`src/core/adcpf_defs.vh`:
```
`ifndef ADCPF_DEFS_VH
`define ADCPF_DEFS_VH

// ----------------------------------------
// Register addresses (16-bit address bus)
// ----------------------------------------
`define ADCPF_ADDR_RESULT_LO   16'hFF08
`define ADCPF_ADDR_RESULT_HI   16'hFF09
`define ADCPF_ADDR_MODE        16'hFF28
`define ADCPF_ADDR_CHSEL       16'hFF29
`define ADCPF_ADDR_CMPMODE     16'hFF2A
`define ADCPF_ADDR_THRESH      16'hFF2B

// ----------------------------------------
// Field positions
// ----------------------------------------
`define ADCPF_MODE_RUN_BIT     3'd7
`define ADCPF_MODE_FR_HI       3'd5
`define ADCPF_MODE_FR_LO       3'd3
`define ADCPF_MODE_BOOST_BIT   3'd0
`define ADCPF_CMP_EN_BIT       3'd7
`define ADCPF_CMP_DIR_BIT      3'd6
`define ADCPF_MODE_MASK        8'hB9
`define ADCPF_CHSEL_MASK       8'h03
`define ADCPF_CMP_MASK         8'hC0

// ----------------------------------------
// Reset values
// ----------------------------------------
`define ADCPF_RST_REG          8'h00

// ----------------------------------------
// Conversion times in fx periods
// ----------------------------------------
`define ADCPF_TCONV_000        9'd288
`define ADCPF_TCONV_001        9'd240
`define ADCPF_TCONV_010        9'd192
`define ADCPF_TCONV_100        9'd144
`define ADCPF_TCONV_101        9'd120
`define ADCPF_TCONV_110        9'd96
`define ADCPF_RESULT_BITS      4'd10
`define ADCPF_SAMPLE_CYC       9'd1

`endif

```
`src/core/adcpf_ctrl.v`:
```
`timescale 1ns/100ps
`default_nettype none
`include "adcpf_defs.vh"

module adcpf_ctrl (
	input  wire        sys_clk_i,
	input  wire        rst_i,
	input  wire [15:0] bus_addr_i,
	input  wire        bus_wr_i,
	input  wire        bus_rd_i,
	input  wire        bus_bit_op_i,
	input  wire [2:0]  bus_bit_sel_i,
	input  wire [7:0]  bus_wdata_i,
	output reg  [15:0] bus_rdata_o,
	output wire        bus_wait_o,
	input  wire        cmp_decision_i,
	output reg  [9:0]  dac_code_o,
	output reg  [1:0]  analog_sel_o,
	output reg         sample_o,
	output reg         boost_reference_enable_o,
	output reg         converter_active_o,
	output reg         conversion_end_irq_o,
	output reg         result_invalid_o
);

	// ----------------------------------------
	// State encodings
	// ----------------------------------------
	localparam [2:0] ST_IDLE   = 3'b001;
	localparam [2:0] ST_SAMPLE = 3'b010;
	localparam [2:0] ST_BITS   = 3'b100;

	// ----------------------------------------
	// Registers
	// ----------------------------------------
	reg  [7:0]  converter_mode_control;
	reg  [7:0]  input_channel_select;
	reg  [7:0]  power_fail_compare_mode;
	reg  [7:0]  power_fail_threshold;
	reg  [9:0]  conversion_result;
	reg  [9:0]  approx_shift_reg;
	reg  [2:0]  state;
	reg  [2:0]  next_state;
	reg  [8:0]  step_cnt;
	reg  [3:0]  bit_idx;
	reg         wait_done;
	reg         first_unboosted;
	reg         cmp_meta;
	reg         cmp_sync;
	reg  [8:0]  conv_total;
	reg  [8:0]  step_len;
	reg  [9:0]  next_sar;
	reg  [9:0]  sar_trial;

	wire        conversion_run     = converter_mode_control[`ADCPF_MODE_RUN_BIT];
	wire        boost_ref_en       = converter_mode_control[`ADCPF_MODE_BOOST_BIT];
	wire [2:0]  conv_time_sel      = converter_mode_control[`ADCPF_MODE_FR_HI:`ADCPF_MODE_FR_LO];
	wire        compare_enable     = power_fail_compare_mode[`ADCPF_CMP_EN_BIT];
	wire        compare_direction  = power_fail_compare_mode[`ADCPF_CMP_DIR_BIT];

	wire        hit_mode   = (bus_addr_i == `ADCPF_ADDR_MODE);
	wire        hit_chsel  = (bus_addr_i == `ADCPF_ADDR_CHSEL);
	wire        hit_cmp    = (bus_addr_i == `ADCPF_ADDR_CMPMODE);
	wire        hit_thr    = (bus_addr_i == `ADCPF_ADDR_THRESH);
	wire        hit_res    = (bus_addr_i == `ADCPF_ADDR_RESULT_LO);
	wire        ctrl_wr    = bus_wr_i & (hit_mode | hit_chsel | hit_cmp | (hit_thr & ~bus_bit_op_i));
	wire        stall_req  = ctrl_wr | (bus_rd_i & hit_res);
	wire [7:0]  bit_mask   = 8'h01 << bus_bit_sel_i;

	// ----------------------------------------
	// Wait cycle: first cycle of a control write or result read stalls
	// ----------------------------------------
	assign bus_wait_o = stall_req & ~wait_done;

	always @(posedge sys_clk_i or posedge rst_i) begin
		if (rst_i) begin
			wait_done <= 1'b0;
		end else begin
			wait_done <= stall_req & ~wait_done;
		end
	end

	// ----------------------------------------
	// Write commit on the second access cycle
	// ----------------------------------------
	wire        wr_commit = ctrl_wr & wait_done;

	// Merge bit or byte write into old value
	function [7:0] merge_wr;
		input [7:0] old_val;
		input [7:0] mask;
		begin
			if (bus_bit_op_i) begin
				merge_wr = (old_val & ~bit_mask) | (bus_wdata_i & bit_mask);
			end else begin
				merge_wr = bus_wdata_i;
			end
			merge_wr = merge_wr & mask;
		end
	endfunction

	// ----------------------------------------
	// Control registers
	// ----------------------------------------
	always @(posedge sys_clk_i or posedge rst_i) begin
		if (rst_i) begin
			converter_mode_control  <= `ADCPF_RST_REG;
			input_channel_select    <= `ADCPF_RST_REG;
			power_fail_compare_mode <= `ADCPF_RST_REG;
			power_fail_threshold    <= `ADCPF_RST_REG;
		end else if (wr_commit) begin
			if (hit_mode) begin
				converter_mode_control <= merge_wr(converter_mode_control, `ADCPF_MODE_MASK);
			end
			if (hit_chsel) begin
				input_channel_select <= merge_wr(input_channel_select, `ADCPF_CHSEL_MASK);
			end
			if (hit_cmp) begin
				power_fail_compare_mode <= merge_wr(power_fail_compare_mode, `ADCPF_CMP_MASK);
			end
			if (hit_thr) begin
				power_fail_threshold <= bus_wdata_i;
			end
		end
	end

	// ----------------------------------------
	// Conversion time decode
	// ----------------------------------------
	always @* begin
		case (conv_time_sel)
			3'b000:  conv_total = `ADCPF_TCONV_000;
			3'b001:  conv_total = `ADCPF_TCONV_001;
			3'b010:  conv_total = `ADCPF_TCONV_010;
			3'b100:  conv_total = `ADCPF_TCONV_100;
			3'b101:  conv_total = `ADCPF_TCONV_101;
			3'b110:  conv_total = `ADCPF_TCONV_110;
			default: conv_total = `ADCPF_TCONV_110;
		endcase
		step_len = conv_total / {5'd0, `ADCPF_RESULT_BITS};
	end

	// ----------------------------------------
	// Comparator synchroniser
	// ----------------------------------------
	always @(posedge sys_clk_i or posedge rst_i) begin
		if (rst_i) begin
			cmp_meta <= 1'b0;
			cmp_sync <= 1'b0;
		end else begin
			cmp_meta <= cmp_decision_i;
			cmp_sync <= cmp_meta;
		end
	end

	// ----------------------------------------
	// Sequencer
	// ----------------------------------------
	wire        step_end  = (step_cnt == step_len - 9'd1);
	wire        last_bit  = (bit_idx == 4'd0);
	wire        conv_done = (state == ST_BITS) & step_end & last_bit;
	wire        abort     = wr_commit | ~conversion_run;

	always @* begin
		sar_trial = approx_shift_reg;
		next_sar  = approx_shift_reg;
		if (~cmp_sync) begin
			next_sar[bit_idx] = 1'b0;
		end
		if (~last_bit) begin
			next_sar[bit_idx - 4'd1] = 1'b1;
		end
		case (state)
			ST_IDLE:   next_state = conversion_run ? ST_SAMPLE : ST_IDLE;
			ST_SAMPLE: next_state = ST_BITS;
			ST_BITS:   next_state = conv_done ? ST_SAMPLE : ST_BITS;
			default:   next_state = ST_IDLE;
		endcase
		if (abort) begin
			next_state = conversion_run ? ST_SAMPLE : ST_IDLE;
		end
	end

	always @(posedge sys_clk_i or posedge rst_i) begin
		if (rst_i) begin
			state            <= ST_IDLE;
			step_cnt         <= 9'd0;
			bit_idx          <= 4'd9;
			approx_shift_reg <= 10'h000;
		end else begin
			state <= next_state;
			if (abort | (state != ST_BITS)) begin
				step_cnt         <= 9'd0;
				bit_idx          <= 4'd9;
				approx_shift_reg <= 10'h200;
			end else if (step_end) begin
				step_cnt         <= 9'd0;
				approx_shift_reg <= next_sar;
				if (~last_bit) begin
					bit_idx <= bit_idx - 4'd1;
				end
			end else begin
				step_cnt <= step_cnt + 9'd1;
			end
		end
	end

	// ----------------------------------------
	// Result, compare and interrupt
	// ----------------------------------------
	wire [9:0] final_sar  = {approx_shift_reg[9:1], cmp_sync};
	wire       above_eq   = (final_sar[9:2] >= power_fail_threshold);
	wire       cmp_hit    = compare_direction ? ~above_eq : above_eq;
	wire       irq_go     = ~compare_enable | cmp_hit;

	// Result has no reset: contents undefined after reset
	always @(posedge sys_clk_i) begin
		if (conv_done & ~abort) begin
			conversion_result <= final_sar;
		end
	end

	// ----------------------------------------
	// Interrupt and invalid flag
	// ----------------------------------------

	// End pulse, gated by the compare mode
	always @(posedge sys_clk_i or posedge rst_i) begin
		if (rst_i) begin
			conversion_end_irq_o <= 1'b0;
		end else begin
			conversion_end_irq_o <= conv_done & ~abort & irq_go;
		end
	end

	// First result after an unboosted start is flagged
	always @(posedge sys_clk_i or posedge rst_i) begin
		if (rst_i) begin
			first_unboosted <= 1'b0;
		end else if ((state == ST_IDLE) & conversion_run & ~boost_ref_en) begin
			first_unboosted <= 1'b1;
		end else if (conv_done & ~abort) begin
			first_unboosted <= 1'b0;
		end
	end

	always @(posedge sys_clk_i or posedge rst_i) begin
		if (rst_i) begin
			result_invalid_o <= 1'b0;
		end else if (conv_done & ~abort) begin
			result_invalid_o <= first_unboosted;
		end
	end

	// ----------------------------------------
	// Analog front-end drive
	// ----------------------------------------
	always @(posedge sys_clk_i or posedge rst_i) begin
		if (rst_i) begin
			dac_code_o <= 10'h000;
		end else begin
			dac_code_o <= approx_shift_reg;
		end
	end

	always @(posedge sys_clk_i or posedge rst_i) begin
		if (rst_i) begin
			analog_sel_o <= 2'b00;
		end else begin
			analog_sel_o <= input_channel_select[1:0];
		end
	end

	always @(posedge sys_clk_i or posedge rst_i) begin
		if (rst_i) begin
			sample_o <= 1'b0;
		end else begin
			sample_o <= (next_state == ST_SAMPLE);
		end
	end

	always @(posedge sys_clk_i or posedge rst_i) begin
		if (rst_i) begin
			boost_reference_enable_o <= 1'b0;
		end else begin
			boost_reference_enable_o <= boost_ref_en;
		end
	end

	always @(posedge sys_clk_i or posedge rst_i) begin
		if (rst_i) begin
			converter_active_o <= 1'b0;
		end else begin
			converter_active_o <= conversion_run;
		end
	end

	// ----------------------------------------
	// Register readback
	// ----------------------------------------
	// Readback follows the address every cycle
	always @(posedge sys_clk_i or posedge rst_i) begin
		if (rst_i) begin
			bus_rdata_o <= 16'h0000;
		end else begin
			case (bus_addr_i)
				`ADCPF_ADDR_RESULT_LO: bus_rdata_o <= {conversion_result, 6'h00};
				`ADCPF_ADDR_MODE:      bus_rdata_o <= {8'h00, converter_mode_control};
				`ADCPF_ADDR_CHSEL:     bus_rdata_o <= {8'h00, input_channel_select};
				`ADCPF_ADDR_CMPMODE:   bus_rdata_o <= {8'h00, power_fail_compare_mode};
				`ADCPF_ADDR_THRESH:    bus_rdata_o <= {8'h00, power_fail_threshold};
				default:               bus_rdata_o <= 16'h0000;
			endcase
		end
	end

endmodule
`default_nettype wire

```
`config.mk`:
```
export PLATFORM = sky130hd
export DESIGN_NAME = adcpf_ctrl
export DESIGN_NICKNAME = d
export VERILOG_FILES = /design/src/core/adcpf_ctrl.v
export VERILOG_INCLUDE_DIRS = /design/src /design/src/core
export SDC_FILE = /design/constraint.sdc
export NUM_CORES = 1
export LEC_CHECK = 0
export ABC_AREA = 1
export BUFFER_PORTS_ARGS = -buffer_cell sky130_fd_sc_hd__buf_2
export CAP_MARGIN = 15
export CELL_PAD_IN_SITES_DETAIL_PLACEMENT = 2
export CELL_PAD_IN_SITES_GLOBAL_PLACEMENT = 2
export CORE_MARGIN = 2
export CORE_UTILIZATION = 30
export DETAILED_ROUTE_END_ITERATION = 6
export PLACE_DENSITY = 0.73
export SYNTH_ARGS = -nofsm -noshare
export SYNTH_HDL_FRONTEND = slang
export SYNTH_SLANG_ARGS = --single-unit
```
`constraint.sdc`:
```
create_clock -name sys_clk_i -period 5.6 [get_ports sys_clk_i]
set_input_delay 0.56 -clock sys_clk_i [delete_from_list [all_inputs] [get_ports sys_clk_i]]
set_output_delay 0.56 -clock sys_clk_i [all_outputs]
set_load 0.03 [all_outputs]
```
; Word level (Yosys, flattened, before mapping)
; Index checks and enable logic that the tools add are counted.
[word_totals]
ram_bits = 0
input_bits = 33
out_inout_bits = 34
rom_bits = 0
n_memories = 0
reg_bits = 90
latch_bits = 0
[op_classes]
multipliers = 0
n_div = 1
n_eq_ne = 16
bitwise = 36
shift = 1
n_reduce_logical = 11
addsub = 3
muxes = 25
n_lt_le_gt_ge = 5
[ops]
columns = op, count
row1 = equality test 16 bit (second input constant), 5
row2 = case mux 16 bit (5 select lines), 1
row3 = case mux 9 bit (5 select lines), 1
row4 = two-way mux 10 bit, 4
row5 = AND 8 bit, 3
row6 = two-way mux 9 bit, 2
row7 = two-way mux 8 bit, 2
row8 = OR 8 bit, 2
row9 = two-way mux 4 bit, 3
row10 = AND 1 bit, 11
row11 = AND 10 bit, 1
row12 = < comparator 4 x 5 -> 1 bit (second input constant), 2
row13 = inverter 10 bit, 1
row14 = OR 10 bit, 1
row15 = AND reduction 2 bit, 5
row16 = adder 9 x 1 -> 9 bit (second input constant), 1
row17 = divider 9 x 4 -> 9 bit (second input constant), 1
row18 = equality test 3 x 2 -> 1 bit (second input constant), 3
row19 = equality test 3 bit (second input constant), 3
row20 = equality test 9 bit, 1
row21 = case mux 3 bit (3 select lines), 1
row22 = subtractor 9 x 1 -> 9 bit (second input constant), 1
row23 = demux 1 bit (select 4 bit), 2
row24 = greater-or-equal comparator 4 x 1 -> 1 bit (second input constant), 2
row25 = other kinds (18), 39

; Depth between registers and ports, before layout
[logic_depth]
word_depth = 11
mapped_depth = 24

; Worst setup path after synthesis
; OpenSTA, ideal clock, no wires.
[synth_path]
path_type = register to register
from = register with a tool-made name
to = register conversion_result[0] (enable)
n_path_buf = 1
slack_ps = 2015
t_arrival_ps = 3251
setup_time_ps = 334
required_time_ps = 5266
stages_incl_launch_ff = 25
cell_sequence = dfrtp_1 buf_6 nor2_8 nand2_2 nand2_1 nor2_2 ha_1 inv_1 nor2_2 nor2_2 nand4_2 nand3_1 ha_1 or4_1 inv_1 nand3_2 nand2_1 nand2_1 nand2_1 inv_1 nor2_1 nand3_1 nor2_1 nand3_1 inv_1
[synth_lines]
columns = item, line_no
row1 = to (signal assigned), adcpf_ctrl.v:219  ; conversion_result <= final_sar;
row2 = to (decl), adcpf_ctrl.v:40  ; reg [9:0] conversion_result;

==> results_dict.tcl <==
set metrics [dict create \
    period_minus_slack_ns 4.51 \
    grt_pass1_vias 4334 \
    numCtsBuffers 9 \
    required_ns 5.61 \
    gp_congestion 0.846 \
    cp-start-kind "flop" \
    ant_nets 0 \
    fin_ws_ns 1.09 \
    finalClockSkew_ns 0.00583 \
    cpMaxStageDelayCell "dfrtp_1" \
    drtIter0Drc 137 \
    die_y_um 129 \
    clk_pin_slew_worst_paths_ns 0.08 \
    cp_top_family "simple AND/OR/NAND/NOR gates" \
    postSynthCellCount 545 \
    power.density_nw_per_um2 276 \
    cts_hold_buffers 0 \
    numPortBuffers 66 \
    crit_chain "nor2_8 > nand2_2 > nand2_1 > nor2_2 > ha_1 > nand3_2 > nor2_2 > nor2_2 > nand4_2 > nand3_1 > ha_1 > or4_1 > inv_1 > nand3_2 > nand2_1 > nand2_1 > nand2_1 > inv_1 > nor2_1 > nand3_1 > nor2_1 > nand3_1 > inv_1" \
    largest_reg_flops 16 \
    vias_per_cell 4.87 \
    status "completed" \
    drv_slew 0 \
    fmax_mhz 222 \
    grt_use_total_pct 17.7 \
    cts_tree "done" \
    htreeDepth 3 \
    critPathMaxStageDelay_ns 0.73 \
    cp_num_buf_inv 3 \
    netlist_area_um2 4680 \
    drcViolationCount 0 \
    worst_path_most_repeated_cell "nand2_1" \
    rsz0062_at_grt "no" \
    ys_ff_latch 90 \
    post_cts_buffers 0 \
    io_pins 67 \
    critPathKind "flop to flop" \
    finalSetupTns_ns 0 \
    clockBufferDepth 2 \
    firstDrtPassIters 4 \
    post-place-cells 792 \
    grt_max_degree 81 \
    synth_edf_count 10 \
    cts-root-buf "clkbuf_16" \
    die_w_um 129 \
    dp_hpwl_um 10300 \
    cellLeakagePower_nw 2.83 \
    antennaDiodeCount 0 \
    setup_viol 0 \
    cp-end-kind "flop" \
    yosys.cell_types.count 43 \
    syn-num-nets 595 \
    async_reset_ff_share_pct 88.9 \
    stdcell_count 808 \
    antenna_found_initial 0 \
    vias 3937 \
    synth_ff_type "dfrtp_1" \
    fin_nets 665 \
    top_register "bus_rdata_o" \
    seq_area_frac_synth_pct 49.3 \
    pre_cts_ws_ns 1.19 \
    hold_path.class "input pin to flop" \
    clkSinkCount 90 \
    syn_to_final_growth_pct 17.6 \
    row_count 45 \
    max_cap_violations 0 \
    core-area_um2 15200 \
    max_slew_margin_pct 30.4 \
    cts_resized 0 \
    grt_pass1_wl_um 22700 \
    fin_crit_sh_pct 80.6 \
    avgRoutedWirePerCell_um 17.0 \
    hold_violations 0 \
    insertion_delay_ns 0.35 \
    dieArea_um2 16600 \
    critPathArrivalTime_ns 4.53 \
    syn_avg_cell_area_um2 8.58 \
    worst_pin_slew_ns 1.04 \
    start_util_pct 30.8 \
    wl_um 13800 \
    overflow 0 \
    peakVddDrop_uv 163 \
    layout-drive-gt1-share_pct 20.8 \
    yosys_warnings 0 \
    cp_max_fo 10 \
]
-- cell usage after synthesis (all sizes together), types with 5 or more instances --
cell type	n	area share, %
nand4	11	1.6
ha	17	4.5
nor3	11	1.2
xor2	5	0.94
inv	94	7.6
a21oi	28	3.2
dfrtp	77	41
edfxtp	10	6.4
buf	6	1.1
o21ai	37	4.6
nand2	99	8.6
nand3	58	7.1
nor2	66	6.6
-- power by group --
group	total, mW	internal [mW]	switching (mW)	leakage (nW)
clock network	0.631	0.319	0.312	0.150
registers	0.701	0.678	0.0226	1.14
logic	0.186	0.0564	0.129	1.54
-- cells by family after synthesis --
| kind of cell | Yosys count | synth area share (%) |
|---|---|---|
| buffers and inverters | 103 | 8.99 |
| AO/OA/AOI/OAI | 79 | 10.2 |
| adder cells (fa/ha/maj) | 17 | 4.55 |
| flip-flops | 90 | 49.3 |
| AND/OR/NAND/NOR | 251 | 26.1 |
| XOR/XNOR | 5 | 0.936 |
-- final timing paths --
kind	from	endpoint	slack, ns	cells past startpoint
min in group asynchronous	rst_i	bus_rdata_o[12]$_DFF_PP0_	0.53	3
worst min-delay path	cmp_decision_i	cmp_meta$_DFF_PP0_	0.31	1
worst max register to register	flop	conversion_result[2]$_DFFE_PP_	1.09	23
max in group asynchronous	rst_i	async pin	4.40	3
worst min register to register	cmp_meta$_DFF_PP0_	cmp_sync$_DFF_PP0_	0.35	0
worst max-delay path	flop	conversion_result[2]$_DFFE_PP_	1.09	23
-- metrics by stage --
stage          util, %  hold WS (ns)  total power [mW]  cell area (um^2)
2_1_floorplan        -         0.331             0.833              4680
3_3_place_gp      34.1         0.332             0.892              5190
3_5_place_dp      34.1         0.336             0.900              5190
4_1_cts           36.2         0.295              1.54              5500
5_1_grt           36.2         0.298              1.59              5500
6_report          36.2         0.308              1.52              5500
-- final cells by class --
type | count | area, um^2
clock buffer | 9 | 225
clock inverter | 7 | 86.3
fill | 1724 | 9700
inverter | 95 | 360
multi-input combinational | 352 | 1950
sequential | 90 | 2310
tap | 188 | 235
timing repair buffer | 67 | 338
-- cell usage in the layout (no fill, tap or decap), types with 2 or more instances in the layout --
| master | count |
|---|---|
| edfxtp_1 | 10 |
| nand3b_1 | 2 |
| o21ai_1 | 5 |
| ha_1 | 17 |
| nor2_2 | 6 |
| a31oi_1 | 3 |
| inv_2 | 4 |
| xor2_1 | 5 |
| nor2_4 | 2 |
| nand3_2 | 8 |
| nand2_1 | 93 |
| a21oi_1 | 27 |
| inv_1 | 88 |
| clkbuf_16 | 9 |
| o21ai_2 | 8 |
| o211ai_1 | 2 |
| clkinv_8 | 3 |
| o31ai_1 | 3 |
| nor2_8 | 2 |
| dfrtp_1 | 77 |
| nand4_1 | 10 |
| buf_2 | 66 |
| nand3_1 | 50 |
| nand2_4 | 3 |
| dfstp_2 | 3 |
| nand2_2 | 3 |
| nor2_1 | 56 |
| clkinv_4 | 2 |
| o21ai_0 | 24 |
| nor3_1 | 11 |
| o22ai_1 | 2 |
-- metal layers --
metal | wire, um | vias up | part of all wire, % | global-route usage (%)
met5 | 0 | - | 0 | 0
met4 | 280 | 0 | 2.0 | 6.39
met3 | 409 | 18 | 3.0 | 3.28
met2 | 6880 | 68 | 50 | 30.6
met1 | 6180 | 1940 | 45 | 22.0
li1 | - | 1911 | - | -
Power figures use the tool's default switching activity.
